`src/design/wdtsl_pkg.sv`:
```
// package for the watchdog status and write-guard block
// assumes a 32-bit AXI4-Lite register bus on the system clock
package wdtsl_pkg;
	// register byte offsets
	localparam logic [11:0] off_interval_reload = 12'h000;
	localparam logic [11:0] off_count_value = 12'h004;
	localparam logic [11:0] off_control = 12'h008;
	localparam logic [11:0] off_interrupt_clear = 12'h00c;
	localparam logic [11:0] off_raw_status = 12'h010;
	localparam logic [11:0] off_masked_status = 12'h014;
	localparam logic [11:0] off_write_guard = 12'hc00;
	// key and lock read values
	localparam logic [31:0] guard_key = 32'h1acc_e551;
	localparam logic [31:0] lock_read_locked = 32'h0000_0001;
	localparam logic [31:0] lock_read_unlocked = 32'h0000_0000;
	// reset values
	localparam logic [31:0] reload_reset = 32'hffff_ffff;
	localparam logic [31:0] zero_word = 32'h0000_0000;
	// control field positions
	localparam int ctl_irq_en_bit = 0;
	localparam int ctl_rst_en_bit = 1;
	// axi responses
	localparam logic [1:0] resp_okay = 2'b00;
	localparam logic [1:0] resp_slverr = 2'b10;
endpackage

```
`src/design/wdtsl_top.sv`:
```
// watchdog timer: down-counter, interrupt status and write guard
// assumes one 100 MHz clock, synchronous active-low reset, AXI4-Lite master
//
// Summary of operation
// - any unlocked write to interrupt_clear drops the pending timeout interrupt
// - that write also reloads the down-counter from interval_reload
// - interrupt_clear is write-only; its reads return zero
// - raw_timeout_status bit 0 shows the unmasked timeout interrupt
// - masked status is raw bit AND timeout_irq_enable
// - writing the guard key to write_guard unlocks all other registers
// - any other write_guard value locks; locked writes to others are dropped
// - write_guard reads one while locked, zero while unlocked
// - once timeout_irq_enable is set, control writes ignored until reset
// - writing interval_reload loads the counter immediately and restarts
// - with reset output enabled, second consecutive timeout asserts reset
//
// Design decision made here: the AXI4-Lite register port.
`timescale 1ns/1ps
`default_nettype none
module wdtsl_top
	import wdtsl_pkg::*;
(
	// clock and reset
	input wire logic mclk,
	input wire logic nrst,
	// axi4-lite write address and data
	input wire logic [11:0] s_axi_awaddr,
	input wire logic s_axi_awvalid,
	output logic s_axi_awready,
	input wire logic [31:0] s_axi_wdata,
	input wire logic [3:0] s_axi_wstrb,
	input wire logic s_axi_wvalid,
	output logic s_axi_wready,
	// axi4-lite write response
	output logic [1:0] s_axi_bresp,
	output logic s_axi_bvalid,
	input wire logic s_axi_bready,
	// axi4-lite read
	input wire logic [11:0] s_axi_araddr,
	input wire logic s_axi_arvalid,
	output logic s_axi_arready,
	output logic [31:0] s_axi_rdata,
	output logic [1:0] s_axi_rresp,
	output logic s_axi_rvalid,
	input wire logic s_axi_rready,
	// watchdog outputs
	output logic timeout_irq,
	output logic wdt_reset
);

	// ==========================================================
	// write channel capture
	logic aw_held, w_held;
	logic [11:0] aw_addr;
	logic [31:0] w_data;
	logic [3:0] w_strb;
	wire aw_take = s_axi_awvalid && s_axi_awready;
	wire w_take = s_axi_wvalid && s_axi_wready;
	wire wr_go = aw_held && w_held && !s_axi_bvalid;

	// address and data are accepted in either order, one write at a time
	always_ff @(posedge mclk) begin
		if (!nrst) begin
			aw_held <= 1'b0;
			w_held <= 1'b0;
			s_axi_awready <= 1'b0;
			s_axi_wready <= 1'b0;
			aw_addr <= 12'h000;
			w_data <= zero_word;
			w_strb <= 4'h0;
		end else begin
			s_axi_awready <= !aw_held && !aw_take && !wr_go;
			s_axi_wready <= !w_held && !w_take && !wr_go;
			if (aw_take) begin
				aw_held <= 1'b1;
				aw_addr <= s_axi_awaddr;
			end else if (wr_go) begin
				aw_held <= 1'b0;
			end
			if (w_take) begin
				w_held <= 1'b1;
				w_data <= s_axi_wdata;
				w_strb <= s_axi_wstrb;
			end else if (wr_go) begin
				w_held <= 1'b0;
			end
		end
	end

	// ==========================================================
	// write decode: guard always writable, others only when unlocked
	logic locked;
	wire wr_guard = wr_go && aw_addr == off_write_guard;
	wire wr_ok = wr_go && !locked;
	wire wr_reload = wr_ok && aw_addr == off_interval_reload;
	wire wr_ctl = wr_ok && aw_addr == off_control;
	wire wr_iclr = wr_ok && aw_addr == off_interrupt_clear;
	wire wr_mapped = aw_addr == off_write_guard
		|| aw_addr == off_interval_reload || aw_addr == off_control
		|| aw_addr == off_interrupt_clear || aw_addr == off_raw_status
		|| aw_addr == off_masked_status || aw_addr == off_count_value;

	// merge byte lanes into the reload word
	logic [31:0] reload;
	logic [31:0] next_reload;
	always_comb begin
		for (int i = 0; i < 4; i++) begin
			next_reload[i*8 +: 8] = w_strb[i] ? w_data[i*8 +: 8]
				: reload[i*8 +: 8];
		end
	end

	// write response, slverr for unmapped offsets
	always_ff @(posedge mclk) begin
		if (!nrst) begin
			s_axi_bvalid <= 1'b0;
			s_axi_bresp <= resp_okay;
		end else if (wr_go) begin
			s_axi_bvalid <= 1'b1;
			s_axi_bresp <= wr_mapped ? resp_okay : resp_slverr;
		end else if (s_axi_bready) begin
			s_axi_bvalid <= 1'b0;
		end
	end

	// ==========================================================
	// write guard: key unlocks, anything else locks
	always_ff @(posedge mclk) begin
		if (!nrst) begin
			locked <= 1'b0;
		end else if (wr_guard) begin
			locked <= (w_data != guard_key);
		end
	end

	// ==========================================================
	// control: sticky once the interrupt enable is set
	logic irq_en, rst_en;
	always_ff @(posedge mclk) begin
		if (!nrst) begin
			irq_en <= 1'b0;
			rst_en <= 1'b0;
		end else if (wr_ctl && !irq_en && w_strb[0]) begin
			irq_en <= w_data[ctl_irq_en_bit];
			rst_en <= w_data[ctl_rst_en_bit];
		end
	end

	// ==========================================================
	// down-counter and timeout status
	logic [31:0] count;
	logic raw;
	wire at_zero = count == zero_word;
	// counting only runs once enabled; zero reload times out at once
	wire timeout = irq_en && at_zero && !wr_reload && !wr_iclr;

	always_ff @(posedge mclk) begin
		if (!nrst) begin
			reload <= reload_reset;
			count <= reload_reset;
		end else if (wr_reload) begin
			reload <= next_reload;
			count <= next_reload;
		end else if (wr_iclr || timeout) begin
			count <= reload;
		end else if (irq_en) begin
			count <= count - 32'h0000_0001;
		end
	end

	// a timeout in the clear cycle cannot occur: wr_iclr masks timeout
	always_ff @(posedge mclk) begin
		if (!nrst) begin
			raw <= 1'b0;
			wdt_reset <= 1'b0;
			timeout_irq <= 1'b0;
		end else begin
			if (timeout) begin
				raw <= 1'b1;
			end else if (wr_iclr) begin
				raw <= 1'b0;
			end
			if (timeout && raw && rst_en) begin
				wdt_reset <= 1'b1;
			end
			timeout_irq <= irq_en && (timeout || (raw && !wr_iclr));
		end
	end

	// ==========================================================
	// read path, one read at a time
	wire ar_take = s_axi_arvalid && s_axi_arready;
	logic [31:0] rd_word;
	logic rd_hit;
	wire [31:0] ctl_word = {30'h0000_0000, rst_en, irq_en};
	always_comb begin
		rd_hit = 1'b1;
		if (s_axi_araddr == off_interval_reload) rd_word = reload;
		else if (s_axi_araddr == off_count_value) rd_word = count;
		else if (s_axi_araddr == off_control) rd_word = ctl_word;
		else if (s_axi_araddr == off_interrupt_clear) rd_word = zero_word;
		else if (s_axi_araddr == off_raw_status) rd_word = {31'h0, raw};
		else if (s_axi_araddr == off_masked_status)
			rd_word = {31'h0, raw & irq_en};
		else if (s_axi_araddr == off_write_guard)
			rd_word = locked ? lock_read_locked : lock_read_unlocked;
		else begin
			rd_word = zero_word;
			rd_hit = 1'b0;
		end
	end

	always_ff @(posedge mclk) begin
		if (!nrst) begin
			s_axi_arready <= 1'b0;
			s_axi_rvalid <= 1'b0;
			s_axi_rdata <= zero_word;
			s_axi_rresp <= resp_okay;
		end else begin
			s_axi_arready <= !s_axi_rvalid && !ar_take;
			if (ar_take) begin
				s_axi_rvalid <= 1'b1;
				s_axi_rdata <= rd_word;
				s_axi_rresp <= rd_hit ? resp_okay : resp_slverr;
			end else if (s_axi_rready) begin
				s_axi_rvalid <= 1'b0;
			end
		end
	end
endmodule
`default_nettype wire

```
`config.mk`:
```
export PLATFORM = sky130hd
export DESIGN_NAME = wdtsl_top
export DESIGN_NICKNAME = d
export VERILOG_FILES = /design/src/design/wdtsl_pkg.sv /design/src/design/wdtsl_top.sv
export SDC_FILE = /design/constraint.sdc
export NUM_CORES = 1
export LEC_CHECK = 0
export BUFFER_PORTS_ARGS = -buffer_cell sky130_fd_sc_hd__clkbuf_2
export CAP_MARGIN = 20
export CORE_ASPECT_RATIO = 1.5
export CORE_MARGIN = 2
export CORE_UTILIZATION = 40
export DETAILED_ROUTE_END_ITERATION = 12
export SYNTH_ARGS = -nofsm -noshare
export SYNTH_HDL_FRONTEND = slang
export SYNTH_SLANG_ARGS = --single-unit
```
`constraint.sdc`:
```
create_clock -name mclk -period 3.65 [get_ports mclk]
set_input_delay 0.1825 -clock mclk [delete_from_list [all_inputs] [get_ports mclk]]
set_output_delay 0.1825 -clock mclk [all_outputs]
set_load 0.01 [all_outputs]
```
# Word-level counts from Yosys, hierarchy flattened
# Index checks and enable logic that the tools add are counted.
classes:
  n_bitwise: 1
  add_sub_neg: 1
  reduce_logical: 53
  mux: 33
  n_eq_ne: 13
ops:
  columns: ["cell", "n"]
  rows:
  - ["$mux W32", 5]
  - ["$eq A12 B4 Y1 const B", 4]
  - ["$eq A12 B5 Y1 const B", 4]
  - ["$logic_not A32 Y1", 1]
  - ["$mux W8", 4]
  - ["$ne A32 B29 Y1 const B", 1]
  - ["$sub A32 B1 Y32 const B", 1]
  - ["$eq A12 B12 Y1 const B", 2]
  - ["$eq A12 B3 Y1 const B", 2]
  - ["$logic_and A1 B1 Y1", 24]
  - ["$logic_not A12 Y1", 2]
  - ["$mux W1", 21]
  - ["$logic_not A1 Y1", 12]
  - ["$reduce_bool A2 Y1", 5]
  - ["$logic_or A1 B1 Y1", 8]
  - ["$mux W2", 3]
  - ["$reduce_bool A3 Y1", 1]
  - ["$and A1 B1 Y1", 1]
word_totals:
  out_inout_bits: 43
  wordCells: 122
  reg_bits: 161
  input_bits: 67

# Depth between registers and ports, before layout
# Gate-level depths: netlist of the first run.
depth:
  word_depth: 10
  depth_mapped: 9
  ltp_nobuf: 8

# Least setup slack after synthesis of the first run
# No wires, ideal clock.
synth_path:
  path_type: "register to register"
  startpoint: "register count[12]"
  endpoint: "register count[26]"
  path_buffers: 2
  arrival_ns: 2.347
  required_ns: 3.516
  setup_ns: 0.134
  synth_period_minus_slack_ns: 2.481
  slack_ns: 1.169
  stages_incl_launch_ff: 9
  path_cell_list: "dfxtp_1 buf_6 or4_4 or4_4 buf_6 nor4_1 mux2_2 nor2_1 o211ai_1"
synth_via:
  elab_chain_cells: 7
  elab_cells_between_ends: 10
  cone_classes: "add/sub (1); mux (3); reduce/logical (6)"
synth_lines:
  columns: ["item", "line", "source"]
  rows:
  - ["start: declaration", "wdtsl_top.sv:151", "logic [31:0] count;"]
  - ["start signal: assignment", "wdtsl_top.sv:160", "count <= reload_reset;"]
  - ["start signal: assignment", "wdtsl_top.sv:163", "count <= next_reload;"]
  - ["start signal: assignment", "wdtsl_top.sv:165", "count <= reload;"]
  - ["parallel branches: the longest is 7 deep, another holds $sub A32 B1 Y32", null, null]
# Several ways; the timed one is not identified. The select of a mux whose other input is x is not followed.
# A chain may end at the register's enable or synchronous reset.

# Final worst setup path of the first run
layout_path:
  startpoint: "register count[12]"
  endpoint: "register count[23]"
# Same word-level chain as after synthesis.

==> impl_metrics.yaml, run 1 <==
clock_tree:
  cts_tree: "yes"
  clk_pin_slew_ns: 0.06
  cts_setup_buffers: 0
  clk_latency_ns: 0.42
  clock_path_buffers: 2
  cts_made_buffers: 17
  numClockSinks: 159
  htree_levels: 4
  root_buffer: "clkbuf_16"
worst_setup_path:
  crit_arrival_ns: 3.11
  r2r-start: "count[12]"
  cp-startpoint: "count[12]"
  worst_path_max_delay_cell: "or4_4"
  crit_type: "reg2reg"
  cpPeakStageDelay_ns: 0.60
  critPathTopFamily: "simple AND/OR/NAND/NOR gates"
  critPathMaxFanout: 11
  path_cells: "or4_4, nor4_4, nand4_4, nand2_1, buf_4, a21oi_1, o311ai_0"
  end_kind: "register"
  cp.required_ns: 3.96
  path_buf_inv: 1
  critPathLaunchType: "register"
grt:
  antenna_found_initial: 0
  track_usage: 0.238
  grt_pass1_wl_um: 36200
  grt_remaining_overflow: 0
  grt_max_degree: 41
  grt_pass1_vias: 6922
final_layout:
  areaGrowthSynthToFinish_pct: 21.7
  multiInputGateArea_um2: 3720
  post-route-util: 0.493
  regArea_um2: 3180
  drive_above_1_share: 0.174
  antenna_cells: 0
  fin_nets: 1073
  fillers: 1761
power:
  p_leak_uw: 0.00351
  pwr_density_cell_nw_per_um2: 453
  ir_drop_mv: 0.227
synth:
  ys_types: 68
  synthFlopType: "dfxtp_1"
  synth-xor-area-share: 0.0230
  synthCells: 891
  syn_area_um2: 7240
  postSynth.asyncResetShare: 0
  syn_area_per_cell_um2: 8.13
  synthAdderAreaFrac: 0.00173
  synth-compound-area-share: 0.186
  synth_seq_cells: 159
  yosys_warnings: 0
  synthMuxAreaShare: 0.0213
  yosysSeqAreaShare: 0.440
  synthSimpleGateAreaFrac: 0.279
  synth_top_family_by_area: "simple AND/OR/NAND/NOR gates"
  synth_edf_count: 0
placement:
  place_congestion: 0.848
  hpwl_um: 15800
  port_buffers: 107
floorplanning:
  die_h_um: 169
  die_w_um: 114
  rows: 60
  boundaryPins: 110
  core_area_um2: 17900
  dieArea_um2: 19200
  initial_utilization: 0.405
worst_hold_path:
  worstHoldStart: "s_axi_awaddr[0]"
  hp-class: "in2reg"
sta:
  setup_tns_ns: 0
  skew_ns: 0.0106
  setup_viol: 0
  fin_crit_ns: 2.80
  worst_pin_slew_ns: 0.903
  relSlewSlack: 0.397
  finalHoldViolCount: 0
  rsz0062_at_grt: "false"
  fmax_mhz: 358
  fin_crit_sh: 0.766
  slew_violations: 0
detailed_routing:
  antenna_left: 0
  first_iter_violations: 499
  firstDrtPassIters: 5
  avgViaCountPerCell: 5.71
  wirelength_um: 22400
  drc: 0
  vias: 7054
  routedWlPerCell_um: 18.1
run_status:
  run_status: "finished, final reports clean"
job:
  drv_cap: 0
==> registers in the layout (all words and copies together), names as in the netlist <==
name	flops
count	32
reload	32
s_axi_rdata	32
w_data	32
aw_addr	12
w_strb	4
aw_held	1
irq_en	1
locked	1
raw	1
rst_en	1
s_axi_arready	1
s_axi_awready	1
s_axi_bresp	1
s_axi_bvalid	1
s_axi_rresp	1
s_axi_rvalid	1
s_axi_wready	1
timeout_irq	1
w_held	1
wdt_reset	1
==> repair_timing <==
item                      4_1_cts  5_1_grt
gates resized for setup         0        0
hold endpoints to repair       36        2
hold buffers                   36        2
==> cell usage in the layout, fill, tap and decap left out, types with 5 or more instances in the layout <==
master           n
clkbuf_16       17
nand3_1         19
nand4_1         12
a221oi_1        30
and3_1           9
or4_1            6
nor3_1          63
nor4_1          15
o311ai_0         6
xnor2_1          9
clkbuf_2       107
mux2i_1          6
xor2_1          10
o21ai_0         32
o311ai_1         7
a211oi_1         5
mux2_2           7
inv_1            7
nor2_1          98
nand2b_1         5
buf_4           14
dfxtp_1        159
nand2_1        154
dlygate4sd3_1   38
a31oi_1          7
a21oi_1         77
and2_1           6
==> metal layers <==
| layer | wire length [um] | track usage | vias to the layer above |
|---|---|---|---|
| met5 | 0 | 0 | - |
| met4 | 635 | 0.0965 | 0 |
| met3 | 1270 | 0.0491 | 44 |
| met2 | 11100 | 0.403 | 223 |
| met1 | 9310 | 0.293 | 3340 |
| li1 | - | - | 3447 |
==> per-stage QoR <==
stage | power (uW) | hold slack [ns] | setup slack [ns] | instance area (um^2) | instances
after floorplan | 2090 | 0.318 | 1.17 | 7250 | 892
after global placement | 2220 | 0.410 | 0.947 | 7850 | 1165
after detailed placement | 2220 | 0.412 | 0.870 | 7850 | 1165
after CTS | 4020 | 0.000398 | 0.855 | 8790 | 1233
after global routing | 4140 | 0.00708 | 0.524 | 8810 | 1235
final | 3990 | 0.00624 | 0.853 | 8810 | 1235
==> power breakdown <==
group          total (uW)  switching [uW]  internal, uW
Sequential           1870            69.5          1800
Combinational         347             196           151
Clock                1770             707          1060
Total                3990             972          3020
==> final timing paths <==
kind,endpoint,slack [ns],cells after the start
setup / recovery,count[23],0.85,7
hold / removal,aw_addr[0],0.006,3
setup reg to reg,count[23],0.85,7
hold reg to reg,aw_addr[1],0.45,2
==> Yosys cell counts, types with 7 or more instances <==
library cell | number | share of area
mux2_2 | 7 | 0.011
nand4_1 | 12 | 0.010
o311ai_1 | 7 | 0.0085
nor2_1 | 99 | 0.051
a221oi_1 | 30 | 0.036
xor2_1 | 10 | 0.012
a21oi_1 | 77 | 0.053
xnor2_1 | 9 | 0.011
a31oi_1 | 7 | 0.0060
nor3_1 | 64 | 0.044
clkbuf_1 | 48 | 0.025
dfxtp_1 | 159 | 0.44
nor4_1 | 15 | 0.013
nand3_1 | 19 | 0.013
and3_1 | 9 | 0.0078
nand2_1 | 154 | 0.080
o21ai_0 | 32 | 0.022
inv_1 | 8 | 0.0041
==> worst reg2reg max path: stages, from the launching register on <==
cell and delay, ns:
dfxtp_1 0.38, or4_4 0.60, nor4_4 0.36, nand4_4 0.22
nand2_1 0.45, buf_4 0.30, a21oi_1 0.06, o311ai_0 0.32
==> area by class of cell <==
| type | count | share of cell area |
|---|---|---|
| multi-input combinational | 660 | 0.422 |
| sequential | 159 | 0.361 |
| timing repair buffer | 159 | 0.116 |
| clock buffer | 24 | 0.0546 |
| tap | 217 | 0.0308 |
| clock inverter | 8 | 0.0119 |
| inverter | 8 | 0.00341 |
==> kinds of logic after synthesis <==
| logic type | Yosys count |
|---|---|
| buf+inv | 73 |
| mux | 14 |
| simple gates | 422 |
| flops | 159 |
| fa+ha+maj | 1 |
| xor+xnor | 19 |
| other cells | 1 |
| compound gates | 202 |
Power figures use the tool's default switching activity.
==> run 2: changes to the inputs <==
==> constraint.sdc (replaced) <==
create_clock -name mclk -period 2.6 [get_ports mclk]
set_input_delay 0.13 -clock mclk [delete_from_list [all_inputs] [get_ports mclk]]
set_output_delay 0.13 -clock mclk [all_outputs]
set_load 0.01 [all_outputs]
==> impl_metrics.yaml, run 2 (synthesis gave the netlist of run 1 again) <==
grt:
  gr-max-usage-layer: "met2"
  track_usage: 0.243
  grt_pass1_wl_um: 36600
  use_met3: 0.0380
  grt_remaining_overflow: 0
  grt_use_met1: 0.300
  antenna_found_initial: 0
  use_met2: 0.423
  grt_max_degree: 74
  grt_pass1_vias: 6921
floorplanning:
  rows: 60
  core_area_um2: 17900
  boundaryPins: 110
  die_h_um: 169
  dieArea_um2: 19200
  initial_utilization: 0.405
  die_w_um: 114
final_layout:
  regArea_um2: 3180
  areaGrowthSynthToFinish_pct: 28.0
  multiInputGateArea_um2: 3730
  fillers: 1755
  layout_common_cells: "159 x dfxtp_1, 153 x nand2_1, 107 x clkbuf_2, 98 x nor2_1, 77 x a21oi_1"
  stdcell_count: 1286
  drive_above_1_share: 0.207
  antenna_cells: 0
  final_common_cell: "dfxtp_1"
  fin_nets: 1124
clock_tree:
  clock_path_buffers: 2
  cts_setup_buffers: 0
  cts_tree: "yes"
  root_buffer: "clkbuf_16"
  numClockSinks: 159
  htree_levels: 4
  clk_latency_ns: 0.42
  clk_pin_slew_ns: 0.06
  cts_made_buffers: 17
run_status:
  run_status: "finished, final reports clean"
sta:
  fin_crit_ns: 2.46
  relSlewSlack: 0.570
  setup_viol: 0
  rsz0062_at_grt: "false"
  slew_violations: 0
  setup_tns_ns: 0
  fmax_mhz: 406
  finalHoldViolCount: 0
  worst_pin_slew_ns: 0.644
  fin_crit_sh: 0.947
  skew_ns: 0.00821
placement:
  place_congestion: 0.920
  hpwl_um: 16400
  port_buffers: 107
  dp.cells: 1205
worst_hold_path:
  hp-class: "in2reg"
detailed_routing:
  drc: 0
  first_iter_violations: 492
  avgViaCountPerCell: 5.57
  wirelength_um: 23000
  routedWlPerCell_um: 17.9
  antenna_left: 0
  vias: 7165
  firstDrtPassIters: 5
worst_setup_path:
  critPathLaunchType: "register"
  crit_arrival_ns: 2.75
  crit_type: "reg2reg"
  critPathMaxFanout: 8
  end_kind: "register"
  cp.required_ns: 2.89
power:
  ir_drop_mv: 0.395
  fin_total_pwr_uw: 5770
  pwr_density_cell_nw_per_um2: 623
  p_leak_uw: 0.00376
job:
  drv_cap: 0
-- run 2: cell types whose count changed in the layout (fill, tap and decap cells not counted), moves of 2 or more --
cell,change
buf_4,+39
dlygate4sd3_1,+11
clkbuf_1,-2
clkinv_4,+2
-- run 2: final timing paths --
path	slack (ns)	depth (start not counted)	from	to
max	0.14	6	count[19]	count[26]
min reg2reg	0.46	2	aw_addr[1]	aw_addr[1]
min	0.01	3	s_axi_wstrb[2]	w_strb[2]
max reg2reg	0.14	6	count[19]	count[26]
-- run 2: through the flow --
step / setup slack [ns] / utilization / cell area (um^2) / hold WS [ns]
global route: 0.0151 / 0.519 / 9270 / 0.0350
detailed placement: 0.141 / 0.456 / 8160 / 0.362
global placement: 0.157 / 0.456 / 8160 / 0.356
CTS: 0.115 / 0.518 / 9260 / 0.0179
floorplan: 0.119 / - / 7250 / 0.266
finish: 0.138 / 0.519 / 9270 / 0.0135
-- run 2: cell type report --
cell class	instances	area share
repair buffers	210	0.156
well taps	217	0.0293
multi-input cells	660	0.402
clock inverters	11	0.0169
inverters	8	0.00324
flip-flops and latches	159	0.343
clock buffers	21	0.0497
-- run 2: critical path: stages, from the launching register on --
cell	delay (ns)
dfxtp_1	0.36
or4_1	0.64
or4_4	0.53
nor4_2	0.25
mux2_2	0.36
nor2_1	0.09
o211ai_1	0.10
-- run 2: layer usage --
| layer | up-vias | wire length, um |
|---|---|---|
| li1 | 3542 | - |
| met1 | 3377 | 9570 |
| met2 | 199 | 11700 |
| met3 | 47 | 1050 |
| met4 | 0 | 682 |
| met5 | - | 0 |
-- run 2: repair_timing --
item                                    CTS  global route
hold buffers                             49             0
hold endpoints to repair                 49             0
resized for setup                         0             2
endpoints found under the setup margin    0             8
-- run 2: report_power, final --
part	internal [uW]	switching [uW]	leakage, uW	total, uW
sequential	2530	85.5	0.00129	2620
clock	1570	1050	0.000290	2620
combinational	243	292	0.00218	535
==> run 3: changes to the inputs <==
--- a/config.mk
+++ b/config.mk
@@ -9,8 +9,9 @@
 export CAP_MARGIN = 20
 export CORE_ASPECT_RATIO = 1.5
 export CORE_MARGIN = 2
-export CORE_UTILIZATION = 40
+export CORE_UTILIZATION = 57
 export DETAILED_ROUTE_END_ITERATION = 12
+export PLACE_DENSITY = 0.8
 export SYNTH_ARGS = -nofsm -noshare
 export SYNTH_HDL_FRONTEND = slang
 export SYNTH_SLANG_ARGS = --single-unit
==> impl_metrics.yaml, run 3 (synthesis gave the netlist of run 1 again) <==
worst_hold_path:
  whs_endpoint: "s_axi_bresp[1]"
  whs_path_depth: 3
  hp-class: "in2reg"
  worstHoldStart: "nrst"
detailed_routing:
  drc: 0
  wirelength_um: 22200
  routedWlPerCell_um: 18.2
  first_iter_violations: 660
  vias: 7570
  avgViaCountPerCell: 6.19
  firstDrtPassIters: 7
  antenna_left: 0
clock_tree:
  cts_made_buffers: 17
  clock_path_buffers: 2
  root_buffer: "clkbuf_16"
  clk_latency_ns: 0.43
  clk_pin_slew_ns: 0.06
  cts_tree: "yes"
  numClockSinks: 159
  htree_levels: 4
  cts_setup_buffers: 0
grt:
  antenna_found_initial: 0
  grt_remaining_overflow: 0
  grt_pass1_wl_um: 36100
  track_usage: 0.338
  grt_pass1_vias: 7496
  grt_max_degree: 58
floorplanning:
  initial_utilization: 0.582
  rows: 50
  core_area_um2: 12400
  die_h_um: 142
  boundaryPins: 110
  dieArea_um2: 13600
  die_w_um: 96.0
final_layout:
  final_common_cell: "dfxtp_1"
  antenna_cells: 0
  regArea_um2: 3180
  areaGrowthSynthToFinish_pct: 25.9
  multiInputGateArea_um2: 3730
  fin_nets: 1122
  layout_common_cells: "159 x dfxtp_1, 153 x nand2_1, 107 x clkbuf_2, 98 x nor2_1, 77 x a21oi_1"
  drive_above_1_share: 0.205
  fillers: 954
power:
  ir_drop_mv: 0.482
  pwr_density_cell_nw_per_um2: 610
  fin_total_pwr_uw: 5560
  p_leak_uw: 0.00372
worst_setup_path:
  critPathTopFamily: "simple AND/OR/NAND/NOR gates"
  critPathLaunchType: "register"
  crit_cells: 7
  crit_type: "reg2reg"
  reg2reg_to: "count[31]"
  path_cells: "or4_4, nor4_4, nand3_2, buf_4, and2_4, mux2_4, o311ai_2"
  crit_arrival_ns: 2.80
  cp.required_ns: 2.94
  r2r-start: "aw_addr[11]"
  end_kind: "register"
  path_buf_inv: 1
  worstRegToRegCells: 7
  reg2reg_slack_ns: 0.13
  cpPeakStageDelay_ns: 0.57
  critPathMaxFanout: 23
  worst_path_max_delay_cell: "or4_4"
placement:
  place_congestion: 0.947
  hpwl_um: 14700
  port_buffers: 107
sta:
  finalHoldViolCount: 0
  worst_pin_slew_ns: 0.596
  fin_crit_sh: 0.950
  setup_viol: 0
  fin_crit_ns: 2.47
  rsz0062_at_grt: "false"
  hold_ws_ns: 0.0425
  relSlewSlack: 0.603
  slew_violations: 0
  fmax_mhz: 405
  skew_ns: 0.00640
  setup_tns_ns: 0
run_status:
  run_status: "finished, final reports clean"
job:
  drv_cap: 0
## run 3: changes by cell type in the layout (fill, tap and decap cells not counted), sizes merged
| cell | delta |
|---|---|
| bufinv | -2 |
| clkinv | -1 |
| dlygate4sd3 | +1 |
| buf | -3 |
| inv | +2 |
| clkbuf | -1 |
| clkinvlp | +1 |
## run 3: worst max-delay path by stage
stage	startpoint	to	slack (ns)
2_1_floorplan	count[12]	count[26]	0.12
4_1_cts	aw_addr[1]	count[14]	0.05
3_3_place_gp	aw_addr[1]	count[14]	0.16
5_1_grt	locked	count[14]	0.03
3_5_place_dp	aw_addr[1]	count[23]	0.07
6_report	aw_addr[11]	count[31]	0.13
## run 3: power by group
group          switching, uW  internal (uW)
clock                   1030           1370
sequential              84.2           2530
combinational            298            245
## run 3: metrics by stage
step	std cells	worst slack [ns]	utilization	cell area, um^2
2_1_floorplan	892	0.119	-	7250
3_3_place_gp	1141	0.165	0.646	8040
3_5_place_dp	1141	0.0730	0.646	8040
4_1_cts	1222	0.0518	0.731	9110
5_1_grt	1222	0.0312	0.732	9120
6_report	1222	0.131	0.732	9120
## run 3: final cells by class
cell class              count  share of cell area
clock buffers              20              0.0501
clock inverters            11              0.0115
inverters                   8             0.00329
multi-input cells         660               0.409
flip-flops and latches    159               0.349
well taps                 156              0.0214
repair buffers            208               0.156
## run 3: metal layers
metal / routed length, um / vias up / track usage
li1: - / 3527 / -
met1: 8450 / 3587 / 0.385
met2: 11200 / 362 / 0.577
met3: 1530 / 94 / 0.0667
met4: 1010 / 0 / 0.189
met5: 0 / - / 0
## run 3: worst reg2reg max path, cell delays in order, from the launching register on
cell and delay (ns):
dfxtp_1 0.32, or4_4 0.57, nor4_4 0.35, nand3_2 0.16, buf_4 0.20, and2_4 0.24, mux2_4 0.33, o311ai_2 0.21
## run 3: timing repair
action                                  in CTS  in global routing
endpoints found under the setup margin       0                 17
hold buffers                                50                  0
resized for setup                            0                  4
hold endpoints to repair                    50                  0
